===== src/axis_offset_consts.svh =====
// Purpose: Register offsets, field positions, masks and reset values.
// Assumes: Byte-wide registers on an 8-bit register address.
// Notes: Definitions only; included by the register map and trim adder.
`ifndef AXIS_OFFSET_CONSTS_SVH
`define AXIS_OFFSET_CONSTS_SVH

// Read-only register offsets
`define OFS_DATA_STATUS 8'h00
`define OFS_X_SAMPLE_HIGH 8'h01
`define OFS_X_SAMPLE_LOW 8'h02
`define OFS_Y_SAMPLE_HIGH 8'h03
`define OFS_Y_SAMPLE_LOW 8'h04
`define OFS_Z_SAMPLE_HIGH 8'h05
`define OFS_Z_SAMPLE_LOW 8'h06
`define OFS_SYSTEM_STATE 8'h0b
`define OFS_IRQ_PENDING 8'h0c
`define OFS_DEVICE_IDENTITY 8'h0d
`define OFS_ORIENT_STATE 8'h10
`define OFS_FALL_MOTION_SOURCE 8'h16
`define OFS_JOLT_SOURCE 8'h1e
`define OFS_TAP_SOURCE 8'h22

// Read/write register offsets
`define OFS_SAMPLE_RANGE 8'h0e
`define OFS_HIGHPASS 8'h0f
`define OFS_ORIENT_CFG 8'h11
`define OFS_ORIENT_DEBOUNCE 8'h12
`define OFS_ORIENT_ZLOCK 8'h13
`define OFS_ORIENT_THRESHOLD 8'h14
`define OFS_FALL_CFG 8'h15
`define OFS_FALL_THRESHOLD 8'h17
`define OFS_FALL_DEBOUNCE 8'h18
`define OFS_JOLT_CFG 8'h1d
`define OFS_JOLT_THRESHOLD 8'h1f
`define OFS_JOLT_DEBOUNCE 8'h20
`define OFS_TAP_CFG 8'h21
`define OFS_TAP_X_THS 8'h23
`define OFS_TAP_Y_THS 8'h24
`define OFS_TAP_Z_THS 8'h25
`define OFS_TAP_FIRST_TIMER 8'h26
`define OFS_TAP_LATENCY 8'h27
`define OFS_TAP_WINDOW 8'h28
`define OFS_SLEEP_COUNT 8'h29
`define OFS_CONTROL_ONE 8'h2a
`define OFS_CONTROL_TWO 8'h2b
`define OFS_WAKE_PIN_CTRL 8'h2c
`define OFS_IRQ_ENABLE 8'h2d
`define OFS_IRQ_ROUTING 8'h2e
`define OFS_X_TRIM 8'h2f
`define OFS_Y_TRIM 8'h30
`define OFS_Z_TRIM 8'h31
`define CFG_FIRST 8'h0e
`define CFG_LAST 8'h31

// Writable bits of each read/write register; others read zero
`define WMASK_SAMPLE_RANGE 8'h03
`define WMASK_HIGHPASS 8'h33
`define WMASK_ORIENT_CFG 8'hc0
`define WMASK_ORIENT_ZLOCK 8'hc7
`define WMASK_FALL_CFG 8'hf8
`define WMASK_JOLT_CFG 8'h1f
`define WMASK_TAP_THS 8'h7f
`define WMASK_CONTROL_TWO 8'hdf
`define WMASK_WAKE_PIN 8'h7b
`define WMASK_IRQ_MAP 8'hbd
`define WMASK_FULL 8'hff
`define WMASK_NONE 8'h00
`define REG_RESET 8'h00

// Interrupt source bit positions (enable, routing, pending)
`define IRQ_BIT_SLEEP_WAKE 7
`define IRQ_BIT_JOLT 5
`define IRQ_BIT_ORIENT 4
`define IRQ_BIT_TAP 3
`define IRQ_BIT_FALL_MOTION 2
`define IRQ_BIT_SAMPLE_READY 0

// Wake and pin control fields
`define WAKE_BIT_POLARITY 1
`define WAKE_BIT_DRIVE 0

// Data status fields
`define STAT_BIT_ALL_OVERWRITE 7
`define STAT_BIT_Z_OVERWRITE 6
`define STAT_BIT_Y_OVERWRITE 5
`define STAT_BIT_X_OVERWRITE 4
`define STAT_BIT_ALL_READY 3
`define STAT_BIT_Z_READY 2
`define STAT_BIT_Y_READY 1
`define STAT_BIT_X_READY 0

// Sample layout and trim scaling
`define LOW_PAD_BITS 6
`define SAMPLE_REG_STRIDE 2
`define TRIM_BASE_SHIFT 1
`define SAMPLE_MAX 10'sh1ff
`define SAMPLE_MIN 10'sh200

`endif


===== src/axis_offset_pkg.sv =====
// Purpose: Shared types of the axis offset register map.
// Assumes: Ten-bit samples and byte-wide registers.
// Notes: Constants live in axis_offset_consts.svh.
package axis_offset_pkg;
  typedef logic [7:0] reg_byte_t;
  typedef logic signed [9:0] sample_t;
  typedef logic signed [7:0] trim_t;
  // Full-scale selection held in the low bits of the range register
  typedef enum logic [1:0] {
    RANGE_2G,
    RANGE_4G,
    RANGE_8G,
    RANGE_RESERVED
  } range_t;
endpackage


===== src/axis_offset_register_map.sv =====
// Purpose: Register map of a three-axis motion sensor with zero-g trim.
// Assumes: One clock, synchronous reset, byte register port.
// Notes: Detection engines sit outside and feed flags and sources in.
`timescale 1ns/1ps
`default_nettype none
`include "axis_offset_consts.svh"
module axis_offset_register_map
  import axis_offset_pkg::*;
#(
  parameter int AXES = 3,
  parameter int SAMPLE_W = 10,
  // Identity value is arbitrary
  parameter reg_byte_t IDENTITY = 8'ha5
) (
  // Clock, reset, enable
  input wire logic clk_sys,
  input wire logic srst,
  input wire logic clk_en,
  // Register port
  input wire logic [7:0] reg_addr,
  input wire logic reg_wr,
  input wire logic [7:0] reg_wdata,
  input wire logic reg_rd,
  output logic [7:0] reg_rdata,
  // Raw samples from the converter
  input wire logic sample_valid,
  input wire logic [9:0] sample_x,
  input wire logic [9:0] sample_y,
  input wire logic [9:0] sample_z,
  // Detection engine status
  input wire logic [7:0] engine_flags,
  input wire logic [1:0] system_mode,
  input wire logic [7:0] orient_state_in,
  input wire logic [7:0] fall_motion_src_in,
  input wire logic [7:0] jolt_src_in,
  input wire logic [7:0] tap_src_in,
  // Settings handed to the engines
  output logic [7:0] wake_enables,
  output logic [1:0] range_select,
  // Interrupt pins
  output logic first_irq_pin_out,
  output logic first_irq_pin_oe,
  output logic second_irq_pin_out,
  output logic second_irq_pin_oe
);

  // Writable bits of each configuration offset
  function automatic reg_byte_t write_mask(input logic [7:0] a);
    if (a == `OFS_SAMPLE_RANGE) begin
      write_mask = `WMASK_SAMPLE_RANGE;
    end else if (a == `OFS_HIGHPASS) begin
      write_mask = `WMASK_HIGHPASS;
    end else if (a == `OFS_ORIENT_CFG) begin
      write_mask = `WMASK_ORIENT_CFG;
    end else if (a == `OFS_ORIENT_DEBOUNCE) begin
      write_mask = `WMASK_FULL;
    end else if (a == `OFS_ORIENT_ZLOCK) begin
      write_mask = `WMASK_ORIENT_ZLOCK;
    end else if (a == `OFS_ORIENT_THRESHOLD) begin
      write_mask = `WMASK_FULL;
    end else if (a == `OFS_FALL_CFG) begin
      write_mask = `WMASK_FALL_CFG;
    end else if (a == `OFS_FALL_THRESHOLD) begin
      write_mask = `WMASK_FULL;
    end else if (a == `OFS_FALL_DEBOUNCE) begin
      write_mask = `WMASK_FULL;
    end else if (a == `OFS_JOLT_CFG) begin
      write_mask = `WMASK_JOLT_CFG;
    end else if (a == `OFS_JOLT_THRESHOLD) begin
      write_mask = `WMASK_FULL;
    end else if (a == `OFS_JOLT_DEBOUNCE) begin
      write_mask = `WMASK_FULL;
    end else if (a == `OFS_TAP_CFG) begin
      write_mask = `WMASK_FULL;
    end else if (a == `OFS_TAP_X_THS) begin
      write_mask = `WMASK_TAP_THS;
    end else if (a == `OFS_TAP_Y_THS) begin
      write_mask = `WMASK_TAP_THS;
    end else if (a == `OFS_TAP_Z_THS) begin
      write_mask = `WMASK_TAP_THS;
    end else if (a == `OFS_TAP_FIRST_TIMER) begin
      write_mask = `WMASK_FULL;
    end else if (a == `OFS_TAP_LATENCY) begin
      write_mask = `WMASK_FULL;
    end else if (a == `OFS_TAP_WINDOW) begin
      write_mask = `WMASK_FULL;
    end else if (a == `OFS_SLEEP_COUNT) begin
      write_mask = `WMASK_FULL;
    end else if (a == `OFS_CONTROL_ONE) begin
      write_mask = `WMASK_FULL;
    end else if (a == `OFS_CONTROL_TWO) begin
      write_mask = `WMASK_CONTROL_TWO;
    end else if (a == `OFS_WAKE_PIN_CTRL) begin
      write_mask = `WMASK_WAKE_PIN;
    end else if (a == `OFS_IRQ_ENABLE) begin
      write_mask = `WMASK_IRQ_MAP;
    end else if (a == `OFS_IRQ_ROUTING) begin
      write_mask = `WMASK_IRQ_MAP;
    end else if (a == `OFS_X_TRIM) begin
      write_mask = `WMASK_FULL;
    end else if (a == `OFS_Y_TRIM) begin
      write_mask = `WMASK_FULL;
    end else if (a == `OFS_Z_TRIM) begin
      write_mask = `WMASK_FULL;
    end else begin
      write_mask = `WMASK_NONE;
    end
  endfunction

  localparam int CFG_N = int'(`CFG_LAST) - int'(`CFG_FIRST) + 1;

  // Configuration storage, indexed by offset minus the first offset
  reg_byte_t cfg [CFG_N];

  // Stored corrected samples, axis 0 is X
  sample_t stored [AXES];
  sample_t corrected [AXES];
  logic [AXES*SAMPLE_W-1:0] raw_all;

  // Data status flags
  logic [AXES-1:0] axis_ready;
  logic [AXES-1:0] axis_overwrite;
  logic all_ready;
  logic all_overwrite;

  // Decoded access strobes
  logic wr_hit;
  logic rd_hit;

  // Named views of key registers
  reg_byte_t irq_enable;
  reg_byte_t irq_routing;
  reg_byte_t wake_ctrl;
  reg_byte_t pending;
  reg_byte_t next_rdata;
  logic [1:0] range_bits;
  logic first_active;
  logic second_active;
  logic [AXES-1:0] high_read;

  assign wr_hit = clk_en && reg_wr;
  assign rd_hit = clk_en && reg_rd;
  assign irq_enable = cfg[int'(`OFS_IRQ_ENABLE - `CFG_FIRST)];
  assign irq_routing = cfg[int'(`OFS_IRQ_ROUTING - `CFG_FIRST)];
  assign wake_ctrl = cfg[int'(`OFS_WAKE_PIN_CTRL - `CFG_FIRST)];
  assign range_bits = cfg[int'(`OFS_SAMPLE_RANGE - `CFG_FIRST)][1:0];
  assign raw_all = {sample_z, sample_y, sample_x};

  // One storage byte per configuration offset
  genvar gi;
  generate
    for (gi = 0; gi < CFG_N; gi++) begin : g_cfg
      localparam logic [7:0] OFS = 8'(gi) + `CFG_FIRST;
      always_ff @(posedge clk_sys) begin
        if (srst) begin
          cfg[gi] <= `REG_RESET;
        end else if (wr_hit && reg_addr == OFS) begin
          cfg[gi] <= reg_wdata & write_mask(OFS);
        end
      end
    end
  endgenerate

  // Trim adder and sample register per axis
  generate
    for (gi = 0; gi < AXES; gi++) begin : g_axis
      axis_trim_adder #(
        .SAMPLE_W(SAMPLE_W)
      ) u_trim (
        .raw(sample_t'(raw_all[gi*SAMPLE_W +: SAMPLE_W])),
        .trim(trim_t'(cfg[int'(`OFS_X_TRIM - `CFG_FIRST) + gi])),
        .range_sel(range_t'(range_bits)),
        .corrected(corrected[gi])
      );

      // Corrected sample stored on each new conversion
      always_ff @(posedge clk_sys) begin
        if (srst) begin
          stored[gi] <= '0;
        end else if (clk_en && sample_valid) begin
          stored[gi] <= corrected[gi];
        end
      end

      // Reading the high byte of an axis retires its flags
      assign high_read[gi] = rd_hit &&
        reg_addr == `OFS_X_SAMPLE_HIGH + 8'(`SAMPLE_REG_STRIDE * gi);

      // Ready and overwrite flags; a new sample beats the clear
      always_ff @(posedge clk_sys) begin
        if (srst) begin
          axis_ready[gi] <= 1'b0;
          axis_overwrite[gi] <= 1'b0;
        end else if (clk_en && sample_valid) begin
          axis_ready[gi] <= 1'b1;
          axis_overwrite[gi] <= axis_ready[gi] && !high_read[gi];
        end else if (high_read[gi]) begin
          axis_ready[gi] <= 1'b0;
          axis_overwrite[gi] <= 1'b0;
        end
      end
    end
  endgenerate

  // Combined all-axis flags, retired when the Z high byte is read
  always_ff @(posedge clk_sys) begin
    if (srst) begin
      all_ready <= 1'b0;
      all_overwrite <= 1'b0;
    end else if (clk_en && sample_valid) begin
      all_ready <= 1'b1;
      all_overwrite <= all_ready && !high_read[AXES-1];
    end else if (high_read[AXES-1]) begin
      all_ready <= 1'b0;
      all_overwrite <= 1'b0;
    end
  end

  // Pending sources: engine levels and data ready, gated by enables
  always_comb begin
    pending = '0;
    pending[`IRQ_BIT_SLEEP_WAKE] = engine_flags[`IRQ_BIT_SLEEP_WAKE];
    pending[`IRQ_BIT_JOLT] = engine_flags[`IRQ_BIT_JOLT];
    pending[`IRQ_BIT_ORIENT] = engine_flags[`IRQ_BIT_ORIENT];
    pending[`IRQ_BIT_TAP] = engine_flags[`IRQ_BIT_TAP];
    pending[`IRQ_BIT_FALL_MOTION] = engine_flags[`IRQ_BIT_FALL_MOTION];
    pending[`IRQ_BIT_SAMPLE_READY] = all_ready;
    pending = pending & irq_enable;
  end

  // Pin selection by routing map
  assign first_active = |(pending & irq_routing);
  assign second_active = |(pending & ~irq_routing);

  // Read data mux, taken on the read strobe
  always_comb begin
    next_rdata = '0;
    if (reg_addr == `OFS_DATA_STATUS) begin
      next_rdata[`STAT_BIT_ALL_OVERWRITE] = all_overwrite;
      next_rdata[`STAT_BIT_Z_OVERWRITE] = axis_overwrite[2];
      next_rdata[`STAT_BIT_Y_OVERWRITE] = axis_overwrite[1];
      next_rdata[`STAT_BIT_X_OVERWRITE] = axis_overwrite[0];
      next_rdata[`STAT_BIT_ALL_READY] = all_ready;
      next_rdata[`STAT_BIT_Z_READY] = axis_ready[2];
      next_rdata[`STAT_BIT_Y_READY] = axis_ready[1];
      next_rdata[`STAT_BIT_X_READY] = axis_ready[0];
    end else if (reg_addr == `OFS_X_SAMPLE_HIGH) begin
      next_rdata = stored[0][9:2];
    end else if (reg_addr == `OFS_X_SAMPLE_LOW) begin
      next_rdata = {stored[0][1:0], `LOW_PAD_BITS'(0)};
    end else if (reg_addr == `OFS_Y_SAMPLE_HIGH) begin
      next_rdata = stored[1][9:2];
    end else if (reg_addr == `OFS_Y_SAMPLE_LOW) begin
      next_rdata = {stored[1][1:0], `LOW_PAD_BITS'(0)};
    end else if (reg_addr == `OFS_Z_SAMPLE_HIGH) begin
      next_rdata = stored[2][9:2];
    end else if (reg_addr == `OFS_Z_SAMPLE_LOW) begin
      next_rdata = {stored[2][1:0], `LOW_PAD_BITS'(0)};
    end else if (reg_addr == `OFS_SYSTEM_STATE) begin
      next_rdata = {6'(0), system_mode};
    end else if (reg_addr == `OFS_IRQ_PENDING) begin
      next_rdata = pending;
    end else if (reg_addr == `OFS_DEVICE_IDENTITY) begin
      next_rdata = IDENTITY;
    end else if (reg_addr == `OFS_ORIENT_STATE) begin
      next_rdata = orient_state_in;
    end else if (reg_addr == `OFS_FALL_MOTION_SOURCE) begin
      next_rdata = fall_motion_src_in;
    end else if (reg_addr == `OFS_JOLT_SOURCE) begin
      next_rdata = jolt_src_in;
    end else if (reg_addr == `OFS_TAP_SOURCE) begin
      next_rdata = tap_src_in;
    end else if (reg_addr >= `CFG_FIRST && reg_addr <= `CFG_LAST) begin
      next_rdata = cfg[int'(reg_addr - `CFG_FIRST)];
    end
  end

  // Registered read data
  always_ff @(posedge clk_sys) begin
    if (srst) begin
      reg_rdata <= '0;
    end else if (rd_hit) begin
      reg_rdata <= next_rdata;
    end
  end

  // Settings mirrored to the engines
  always_ff @(posedge clk_sys) begin
    if (srst) begin
      wake_enables <= '0;
      range_select <= '0;
    end else if (clk_en) begin
      wake_enables <= wake_ctrl;
      range_select <= range_bits;
    end
  end

  // Pin levels: active level equals polarity, idle is its inverse
  always_ff @(posedge clk_sys) begin
    if (srst) begin
      first_irq_pin_out <= 1'b1;
      second_irq_pin_out <= 1'b1;
    end else if (clk_en) begin
      first_irq_pin_out <= first_active ~^
        wake_ctrl[`WAKE_BIT_POLARITY];
      second_irq_pin_out <= second_active ~^
        wake_ctrl[`WAKE_BIT_POLARITY];
    end
  end

  // Pin enables; open drain lets several parts share one line
  always_ff @(posedge clk_sys) begin
    if (srst) begin
      first_irq_pin_oe <= 1'b1;
      second_irq_pin_oe <= 1'b1;
    end else if (clk_en) begin
      // Open drain releases the pin while idle
      first_irq_pin_oe <= !wake_ctrl[`WAKE_BIT_DRIVE] ||
        first_active;
      second_irq_pin_oe <= !wake_ctrl[`WAKE_BIT_DRIVE] ||
        second_active;
    end
  end

endmodule
`default_nettype wire


===== src/axis_trim_adder.sv =====
// Purpose: Adds a scaled zero-g trim to one raw axis sample.
// Assumes: Trim is 2 mg per step; sample step depends on full scale.
// Notes: Purely combinational; the caller registers the result.
`timescale 1ns/1ps
`default_nettype none
`include "axis_offset_consts.svh"
module axis_trim_adder
  import axis_offset_pkg::*;
#(
  parameter int SAMPLE_W = 10
) (
  // Operands
  input wire sample_t raw,
  input wire trim_t trim,
  input wire range_t range_sel,
  // Result
  output sample_t corrected
);
  logic signed [SAMPLE_W+1:0] wide_raw;
  logic signed [SAMPLE_W+1:0] wide_trim;
  logic signed [SAMPLE_W+1:0] sum;
  logic [2:0] shift;

  // Scale trim to sample steps and add with saturation
  always_comb begin
    // Three bits so the reserved range can shift by four
    shift = 3'(`TRIM_BASE_SHIFT) + 3'(range_sel);
    wide_raw = (SAMPLE_W+2)'(raw);
    wide_trim = (SAMPLE_W+2)'(trim) >>> shift;
    sum = wide_raw + wide_trim;
    if (sum > (SAMPLE_W+2)'(`SAMPLE_MAX)) begin
      corrected = `SAMPLE_MAX;
    end else if (sum < (SAMPLE_W+2)'(`SAMPLE_MIN)) begin
      corrected = `SAMPLE_MIN;
    end else begin
      corrected = sum[SAMPLE_W-1:0];
    end
  end
endmodule
`default_nettype wire


===== config.mk =====
export PLATFORM = sky130hd
export DESIGN_NAME = axis_offset_register_map
export DESIGN_NICKNAME = d
export VERILOG_FILES = /design/src/axis_offset_pkg.sv /design/src/axis_offset_register_map.sv /design/src/axis_trim_adder.sv
export VERILOG_INCLUDE_DIRS = /design/src
export SDC_FILE = /design/constraint.sdc
export NUM_CORES = 1
export LEC_CHECK = 0
export BUFFER_PORTS_ARGS = -buffer_cell sky130_fd_sc_hd__buf_2
export CORE_MARGIN = 10
export CORE_UTILIZATION = 61
export CTS_CLUSTER_SIZE = 28
export DETAILED_ROUTE_END_ITERATION = 8
export PLACE_DENSITY = 0.8
export SYNTH_ARGS = -nofsm -noshare
export SYNTH_HDL_FRONTEND = slang
export SYNTH_SLANG_ARGS = --single-unit

===== constraint.sdc =====
create_clock -name clk_sys -period 5 [get_ports clk_sys]
set_clock_uncertainty 0.2 [all_clocks]
set_input_delay 0.75 -clock clk_sys [delete_from_list [all_inputs] [get_ports clk_sys]]
set_output_delay 0.75 -clock clk_sys [all_outputs]
set_load 0.05 [all_outputs]

* Word level (Yosys, flattened, before mapping)
Memories as Yosys holds them, arrays and structs flattened. Index checks and enable logic that the tools add are counted.
Storage, ports and cells: register bits after elaboration 28, memory bits (writable) 318, output and inout bits 22, logic and storage cells 361, memories 2
Cells by class: add/sub/neg operators 5, order comparisons 8, eq/ne operators 45, shift-type cells 3, multiplexer cells 182, bitwise logic cells 45, reductions and logical operators 58
Memories:
- cfg | depth 36, width 8, rd ports 8, clocked after memory_dff 0, write ports 36, line axis_offset_register_map.sv:113 | reg_byte_t cfg [CFG_N];
- stored | depth 3, width 10, rd ports 3, clocked after memory_dff 0, write ports 3, line axis_offset_register_map.sv:116 | sample_t stored [AXES];
Operator list (number):
- two-way mux 8 bit | 51
- == test 8 x 6 -> 1 bit, second input constant | 18
- == test 8 x 5 -> 1 bit, second input constant | 16
- two-way mux 1 bit | 122
- two-way mux 10 bit | 9
- logical AND 1 bit | 46
- == test 8 x 4 -> 1 bit, second input constant | 5
- OR 1 bit | 39
- adder 10 x 12 -> 12 bit | 3
- > comparator 12 x 10 -> 1 bit, second input constant | 3
- less-than comparator 12 x 10 -> 1 bit, second input constant | 3
- >>> shifter 8 x 3 -> 12 bit | 3
- AND 8 bit | 3
- == test 8 x 3 -> 1 bit, second input constant | 3
- == test 8 x 2 -> 1 bit, second input constant | 2
- OR reduction 8 bit | 2
- == test 8 x 1 -> 1 bit, second input constant | 1
- greater-or-equal comparator 8 x 4 -> 1 bit, second input constant | 1
- <= comparator 8 x 6 -> 1 bit, second input constant | 1
- logical NOT 8 bit | 1
- NOT 8 bit | 1
- nonzero test 2 bit | 3
- subtractor 6 x 4 -> 6 bit, second input constant | 1
- logical NOT 1 bit | 4
- 3 further kinds | 5

* Longest topological paths before layout
Gate-level depths: netlist (run 1).
depth after elaboration 17, mapped depth 15, gate-level depth less buffers 14

* Modules after synthesis
Synthesis (run 1) repeated with hierarchy kept, for this count alone.
Second synthesis, totals: cell total of the unflattened synthesis 1502, area, all modules 15631.2 sq um
Modules (own cells, without submodules):
- axis_offset_register_map | times used 1, cells an instance 1105, area each 12692.2 sq um, sequential area each 7096.8 sq um
- axis_trim_adder at g_axis[0].u_trim ... | times used 2, cells an instance 133, area each 984.7 sq um, sequential area each 0.0 sq um
- axis_trim_adder at g_axis[2].u_trim | times used 1, cells an instance 131, area each 969.7 sq um, sequential area each 0.0 sq um

* Worst setup path after synthesis (run 1)
Ideal clock, no wire load.
path type register to register, start memory cfg[0][1] (netlist name), end memory stored[0][8] (netlist name) (data pin), arrival time 3.560 ns, required time 4.536 ns, path slack 0.976 ns, cell stages (with the launch flop) 16, path buffers 2, cell sequence edfxtp_1 ha_1 buf_1 clkbuf_1 mux4_2 nand2_1 o21ai_0 ha_1 fa_1 a21o_1 a21oi_1 a2bb2oi_1 a21oi_1 nor2_1 xor2_1 o21ai_0
RTL lines (line):
- start, declared | axis_offset_register_map.sv:113
- end, declared | axis_offset_register_map.sv:116

==> results of run 1 <==
==> where the power goes <==
group / internal, W / switching (W)
clock network: 0.00112 / 0.000780
logic: 0.000320 / 0.000558
registers: 0.00235 / 0.0000703
==> state kept, by name, indices dropped and copies added (netlist names), 2 cells and up <==
register        cells
cfg               189
axis_ready          2
reg_rdata           8
axis_overwrite      2
range_select        2
wake_enables        6
stored             30
==> cells by family (layout without fill, tap and decap cells) <==
family,after synthesis,after routing,share of synthesized area (%)
compound gates,302,302,13.90
xor+xnor,27,27,1.746
fa+ha+maj,35,35,3.196
buf+inv,120,214,4.177
flops,245,245,49.26
mux,93,93,9.067
other cells,1,4,0.02603
simple gates,505,505,18.63
==> cells in the final DEF (no fill, tap or decap), types with 6 or more instances in the layout <==
| master | netlist | routed |
|---|---|---|
| mux4_2 | 26 | 26 |
| and3_1 | 58 | 58 |
| nand3_1 | 31 | 31 |
| a21o_1 | 9 | 9 |
| a211oi_1 | 8 | 8 |
| a31oi_1 | 14 | 14 |
| ha_1 | 32 | 32 |
| o31ai_1 | 7 | 7 |
| nor4_1 | 17 | 17 |
| nor3_1 | 60 | 59 |
| mux2i_1 | 39 | 39 |
| o22ai_1 | 8 | 8 |
| clkbuf_16 | 0 | 25 |
| nand2_1 | 105 | 105 |
| inv_1 | 23 | 23 |
| a22oi_1 | 12 | 12 |
| buf_2 | 23 | 109 |
| o21a_1 | 9 | 9 |
| edfxtp_1 | 219 | 219 |
| a221oi_1 | 15 | 15 |
| a21oi_1 | 51 | 51 |
| o211ai_1 | 8 | 8 |
| nor2_1 | 82 | 81 |
| mux2_2 | 26 | 26 |
| nor2b_1 | 12 | 12 |
| nand2b_1 | 9 | 9 |
| xnor2_1 | 10 | 10 |
| o21ai_0 | 90 | 90 |
| dfxtp_1 | 26 | 26 |
| xor2_1 | 15 | 14 |
| buf_4 | 9 | 37 |
| nand4_1 | 6 | 6 |
| and2_1 | 95 | 95 |
==> through the flow <==
stage	instance area (sq um)	utilization [%]	total power [W]	worst slack, ns
detailed placement	15160	64.99	0.003298	0.4172
floorplan	14410	-	0.003023	0.9756
CTS	15990	68.52	0.005156	0.4020
global route	15990	68.53	0.005329	0.06633
finish	15990	68.54	0.005198	0.2514
global placement	15160	64.99	0.003270	0.5640
==> routing by layer <==
layer / vias to the layer above / GRT usage [%] / share of wire (%)
li1: 5213 / - / -
met1: 5795 / 38.29 / 36
met2: 1003 / 44.19 / 45
met3: 177 / 5.859 / 14
met4: 0 / 13.25 / 4.9
met5: - / 0 / 0
==> worst paths after layout <==
| path | startpoint | endpoint | slack [ns] | cells after the start |
|---|---|---|---|---|
| worst max register to register | cfg[0][1] | stored[1][2] | 0.25 | 11 |
| worst max-delay path | cfg[0][1] | stored[1][2] | 0.25 | 11 |
| worst min register to register | reg_rdata[0] | reg_rdata[0] | 0.26 | 2 |
| worst min-delay path | reg_rdata[0] | reg_rdata[0] | 0.26 | 2 |
==> final cells by class <==
type / instances / area, sq um
Antenna cell: 2 / 5.005
Sequential cell: 245 / 7097
Inverter: 23 / 86.33
Timing Repair Buffer: 147 / 843.3
Multi-Input combinational cell: 964 / 6739
Fill cell: 1751 / 7341
Clock inverter: 14 / 177.7
Tap cell: 319 / 399.1
Clock buffer: 30 / 644.4
==> worst max-delay path, cell delays in order (launching register included) <==
cell and delay (ns):
edfxtp_1 0.44, ha_1 0.76, mux4_2 0.60, mux2_2 0.28, ha_1 0.20, a21o_1 0.18, nand4_1 0.11, nand3_1 0.13
a221oi_1 0.50, o32ai_1 0.21, o21ai_0 0.58, o21ai_0 0.26
==> results.cfg, run 1 <==
[floorplan]
initial_utilization_pct = 61.74
fp-row-count = 56
die_y_um = 173.7
design.die.area_sq_um = 30160
die_w_um = 173.7
core_area_sq_um = 23330
ios = 116

[clocking]
cts_buffers = 25
cts.htree.levels = 1
cts_tree = built
cts_resized = 0
post_cts_buffers = 0
cts-hold-fix-buffers = 0
clock_sinks = 245
clock_latency_ns = 0.54
clock-root-buffer = clkbuf_16
ctsLongestPathBuffers = 3
clkSlewWorstSetupHoldPaths_ns = 0.07

[sta]
slew_viol_final = 0
slew_headroom_pct = 23.16
finalSetupViolCount = 0
min_period_over_period_pct = 94.97
fin_crit_ns = 4.749
hold-worst-slack_ns = 0.2638
worstMarginPinSlew_ns = 1.144
rsz0062_at_grt = false
fin_setup_tns_ns = 0
max_freq_mhz = 210.6
hold_viol_final = 0

[setup_path]
crit_fanout = 15
crit_type = flop to flop
critical_path_arrival_ns = 4.77
cp-end-kind = flop
critPathLaunchType = flop
cp_data_required_time_ns = 5.02

[synth]
ys.flop_type = edfxtp_1
ys_top_cells_by_count = edfxtp_1 (219), nand2_1 (105), and2_1 (95)
synth_top_area_share_pct = 45.65
synth_edf_count = 219
synth.distinct_cells = 85
synth_top_area_cell = edfxtp_1
avgSynthCellArea_sq_um = 10.85
yosys_warnings = 0
ys_seq_area_share_pct = 49.26
synthCells = 1328
ys_ff_latch = 245
yosysMostFrequentCell = edfxtp_1
async_reset_ff_share_pct = 0
synth_area_sq_um = 14410
ys_top_cells_by_area = edfxtp_1 (46%), and2_1 (4.1%), mux4_2 (4.1%)

[cells_and_area]
syn_to_final_growth_pct = 11.00
drive_gt1_share_pct = 18.76
final_cell_count_no_fill = 1744
nets = 1535

[routing]
dr.pass1.iters = 9
vias = 12190
drtIter0Drc = 1855
wl_per_cell_um = 25.82
postRouteAntennaNets = 0
post_drt_via_cell_ratio = 6.989
wirelength_mm = 45.04
drc_errors = 0

[grt]
antenna_found_initial = 2
grt_overflow = 0
grt_max_degree = 61
grt_pass1_vias = 11790
grt_pass1_wl_mm = 68.13
gr-usage-all-layers_pct = 28.67

[power_and_ir_drop]
power_density_nw_per_um2 = 325.0
leakagePower_nw = 6.032
peakVddDrop_uv = 235.3

[place]
dp_hpwl_mm = 31.75
io_buffers = 110
place_inst = 1698
place.gp.congestion = 0.9802

[run]
cap_violations = 0

[hold_path]
hold_path.class = flop to flop

[run_status]
status = finished clean
Power figures use the tool's default switching activity.
==> run 2: changes to the inputs <==
GPL_TIMING_DRIVEN = 0   (was default)
==> results.cfg, run 2 (same netlist as run 1, synthesis figures left out) <==
[routing]
wl_per_cell_um = 30.33
dr.pass1.iters = 8
vias = 12640
drc_errors = 0
postRouteAntennaNets = 0
post_drt_via_cell_ratio = 7.012
wirelength_mm = 54.66
drtIter0Drc = 2176

[grt]
grt_pass1_vias = 12180
grt_pass1_wl_mm = 79.50
grt_max_degree = 31
grt_overflow = 0
gr-usage-all-layers_pct = 35.10
antenna_found_initial = 3

[cells_and_area]
layout_common_cells = edfxtp_1 (219), buf_2 (130), nand2_1 (105)
fillers = 1817
antenna_cells = 0
final_common_cell = edfxtp_1
largest_reg_flops = 189
syn_to_final_growth_pct = 12.80
regMostFlops = cfg
reg_top3 = cfg: 189 flops, stored: 30 flops, reg_rdata: 8 flops
nets = 1594
stdcell_area_sq_um = 16250
drive_gt1_share_pct = 18.21
final_cell_count_no_fill = 1802

[clocking]
clock-root-buffer = clkbuf_16
clkSlewWorstSetupHoldPaths_ns = 0.06
cts_tree = built
cts-hold-fix-buffers = 0
post_cts_buffers = 0
cts_buffers = 27
clock_sinks = 245
ctsLongestPathBuffers = 3
cts.htree.levels = 1
clock_latency_ns = 0.56

[setup_path]
crit_path_end = stored[0][5]
critical_path.startpoint = cfg[0][1]
cp_data_required_time_ns = 5.16
crit-reg2reg-launch = cfg[0][1]
r2r_end = stored[0][5]
critical_path_arrival_ns = 4.83
crit_fanout = 10
crit_type = flop to flop
critPathLaunchType = flop
cp-end-kind = flop
r2r_setup_slack_ns = 0.33
r2r_cells = 15

[sta]
fin_crit_ns = 4.667
rsz0062_at_grt = false
max_freq_mhz = 214.3
hold-worst-slack_ns = 0.2603
hold_viol_final = 0
worstMarginPinSlew_ns = 1.272
setup_slack_ns = 0.3334
slew_viol_final = 0
min_period_over_period_pct = 93.33
finalSetupViolCount = 0
slew_headroom_pct = 14.29

[place]
place.gp.congestion = 1.035
io_buffers = 107
place_inst = 1755
dp_hpwl_mm = 40.84
pre_cts_ws_ns = -0.09502
dpl_cell_area_sq_um = 15350

[power_and_ir_drop]
leakagePower_nw = 6.141
power_w = 0.005425
power_density_nw_per_um2 = 333.8
peakVddDrop_uv = 321.8

[run]
cap_violations = 0

[floorplan]
die_w_um = 173.7
fp-row-count = 56
core_area_sq_um = 23330
ios = 116
design.die.area_sq_um = 30160
die_y_um = 173.7
initial_utilization_pct = 61.74

[hold_path]
hold_depth = 2
hold_path.class = flop to flop

[run_status]
status = finished clean
==> run 2: changes by cell type in the layout (fill, tap and decap cells not counted), sizes merged <==
cell      before  now
clkbuf        30   88
clkinvlp       2    1
buf          147  150
inv           24   25
diode          2    0
clkinv         7    6
==> run 2: worst max-delay path, stage by stage (launching register included) <==
cell	delay (ns)
edfxtp_1	0.51
ha_1	0.46
clkbuf_2	0.32
clkbuf_2	0.33
mux4_2	0.34
nand2_1	0.07
o21ai_0	0.13
ha_1	0.24
fa_1	0.41
a21o_1	0.17
a21oi_1	0.28
o21ba_2	0.18
o221ai_1	0.18
mux2i_1	0.24
nand2_1	0.17
o21ai_1	0.25
==> run 2: what timing repair did <==
action,CTS,global route
cloned,0,0
resized for setup,1,6
endpoints found under the setup margin,5,14
==> run 2: layer usage <==
layer  track usage (%)  part of all wire [%]  vias up
li1                  -                     -     5340
met1             46.93                    36     5977
met2             51.88                    43     1115
met5                 0                 0.038        -
met3             11.26                    16      202
met4             14.36                   4.9        2
==> run 2: where the power goes <==
group / switching, W / internal [W]
logic: 0.000625 / 0.000328
clock network: 0.000853 / 0.00120
registers: 0.0000688 / 0.00235
==> run 2: final cells by class <==
type                            count  area (sq um)  area share (%)
Timing Repair Buffer              107         535.5           3.295
Inverter                           23         86.33          0.5313
Tap cell                          319         399.1           2.456
Clock buffer                       34         701.9           4.319
Sequential cell                   245          7097           43.67
Buffer                             97         519.2           3.195
Multi-Input combinational cell    964          6725           41.38
Clock inverter                     13         186.4           1.147
==> run 2: how the worst min path moves through the flow <==
stage	to	start	slack [ns]
3_5_place_dp	reg_rdata[0]	reg_rdata[0]	0.25
3_3_place_gp	reg_rdata[0]	reg_rdata[0]	0.24
6_report	reg_rdata[0]	reg_rdata[0]	0.26
2_1_floorplan	axis_ready[0]	axis_ready[0]	0.27
4_1_cts	reg_rdata[0]	reg_rdata[0]	0.27
5_1_grt	second_irq_pin_oe	second_irq_pin_oe	0.29
==> run 2: through the flow <==
step / util, % / TNS, ns
floorplan: - / 0
global placement: 65.77 / -0.1862
detailed placement: 65.79 / -0.2965
CTS: 69.60 / 0
global route: 69.65 / 0
finish: 69.65 / 0
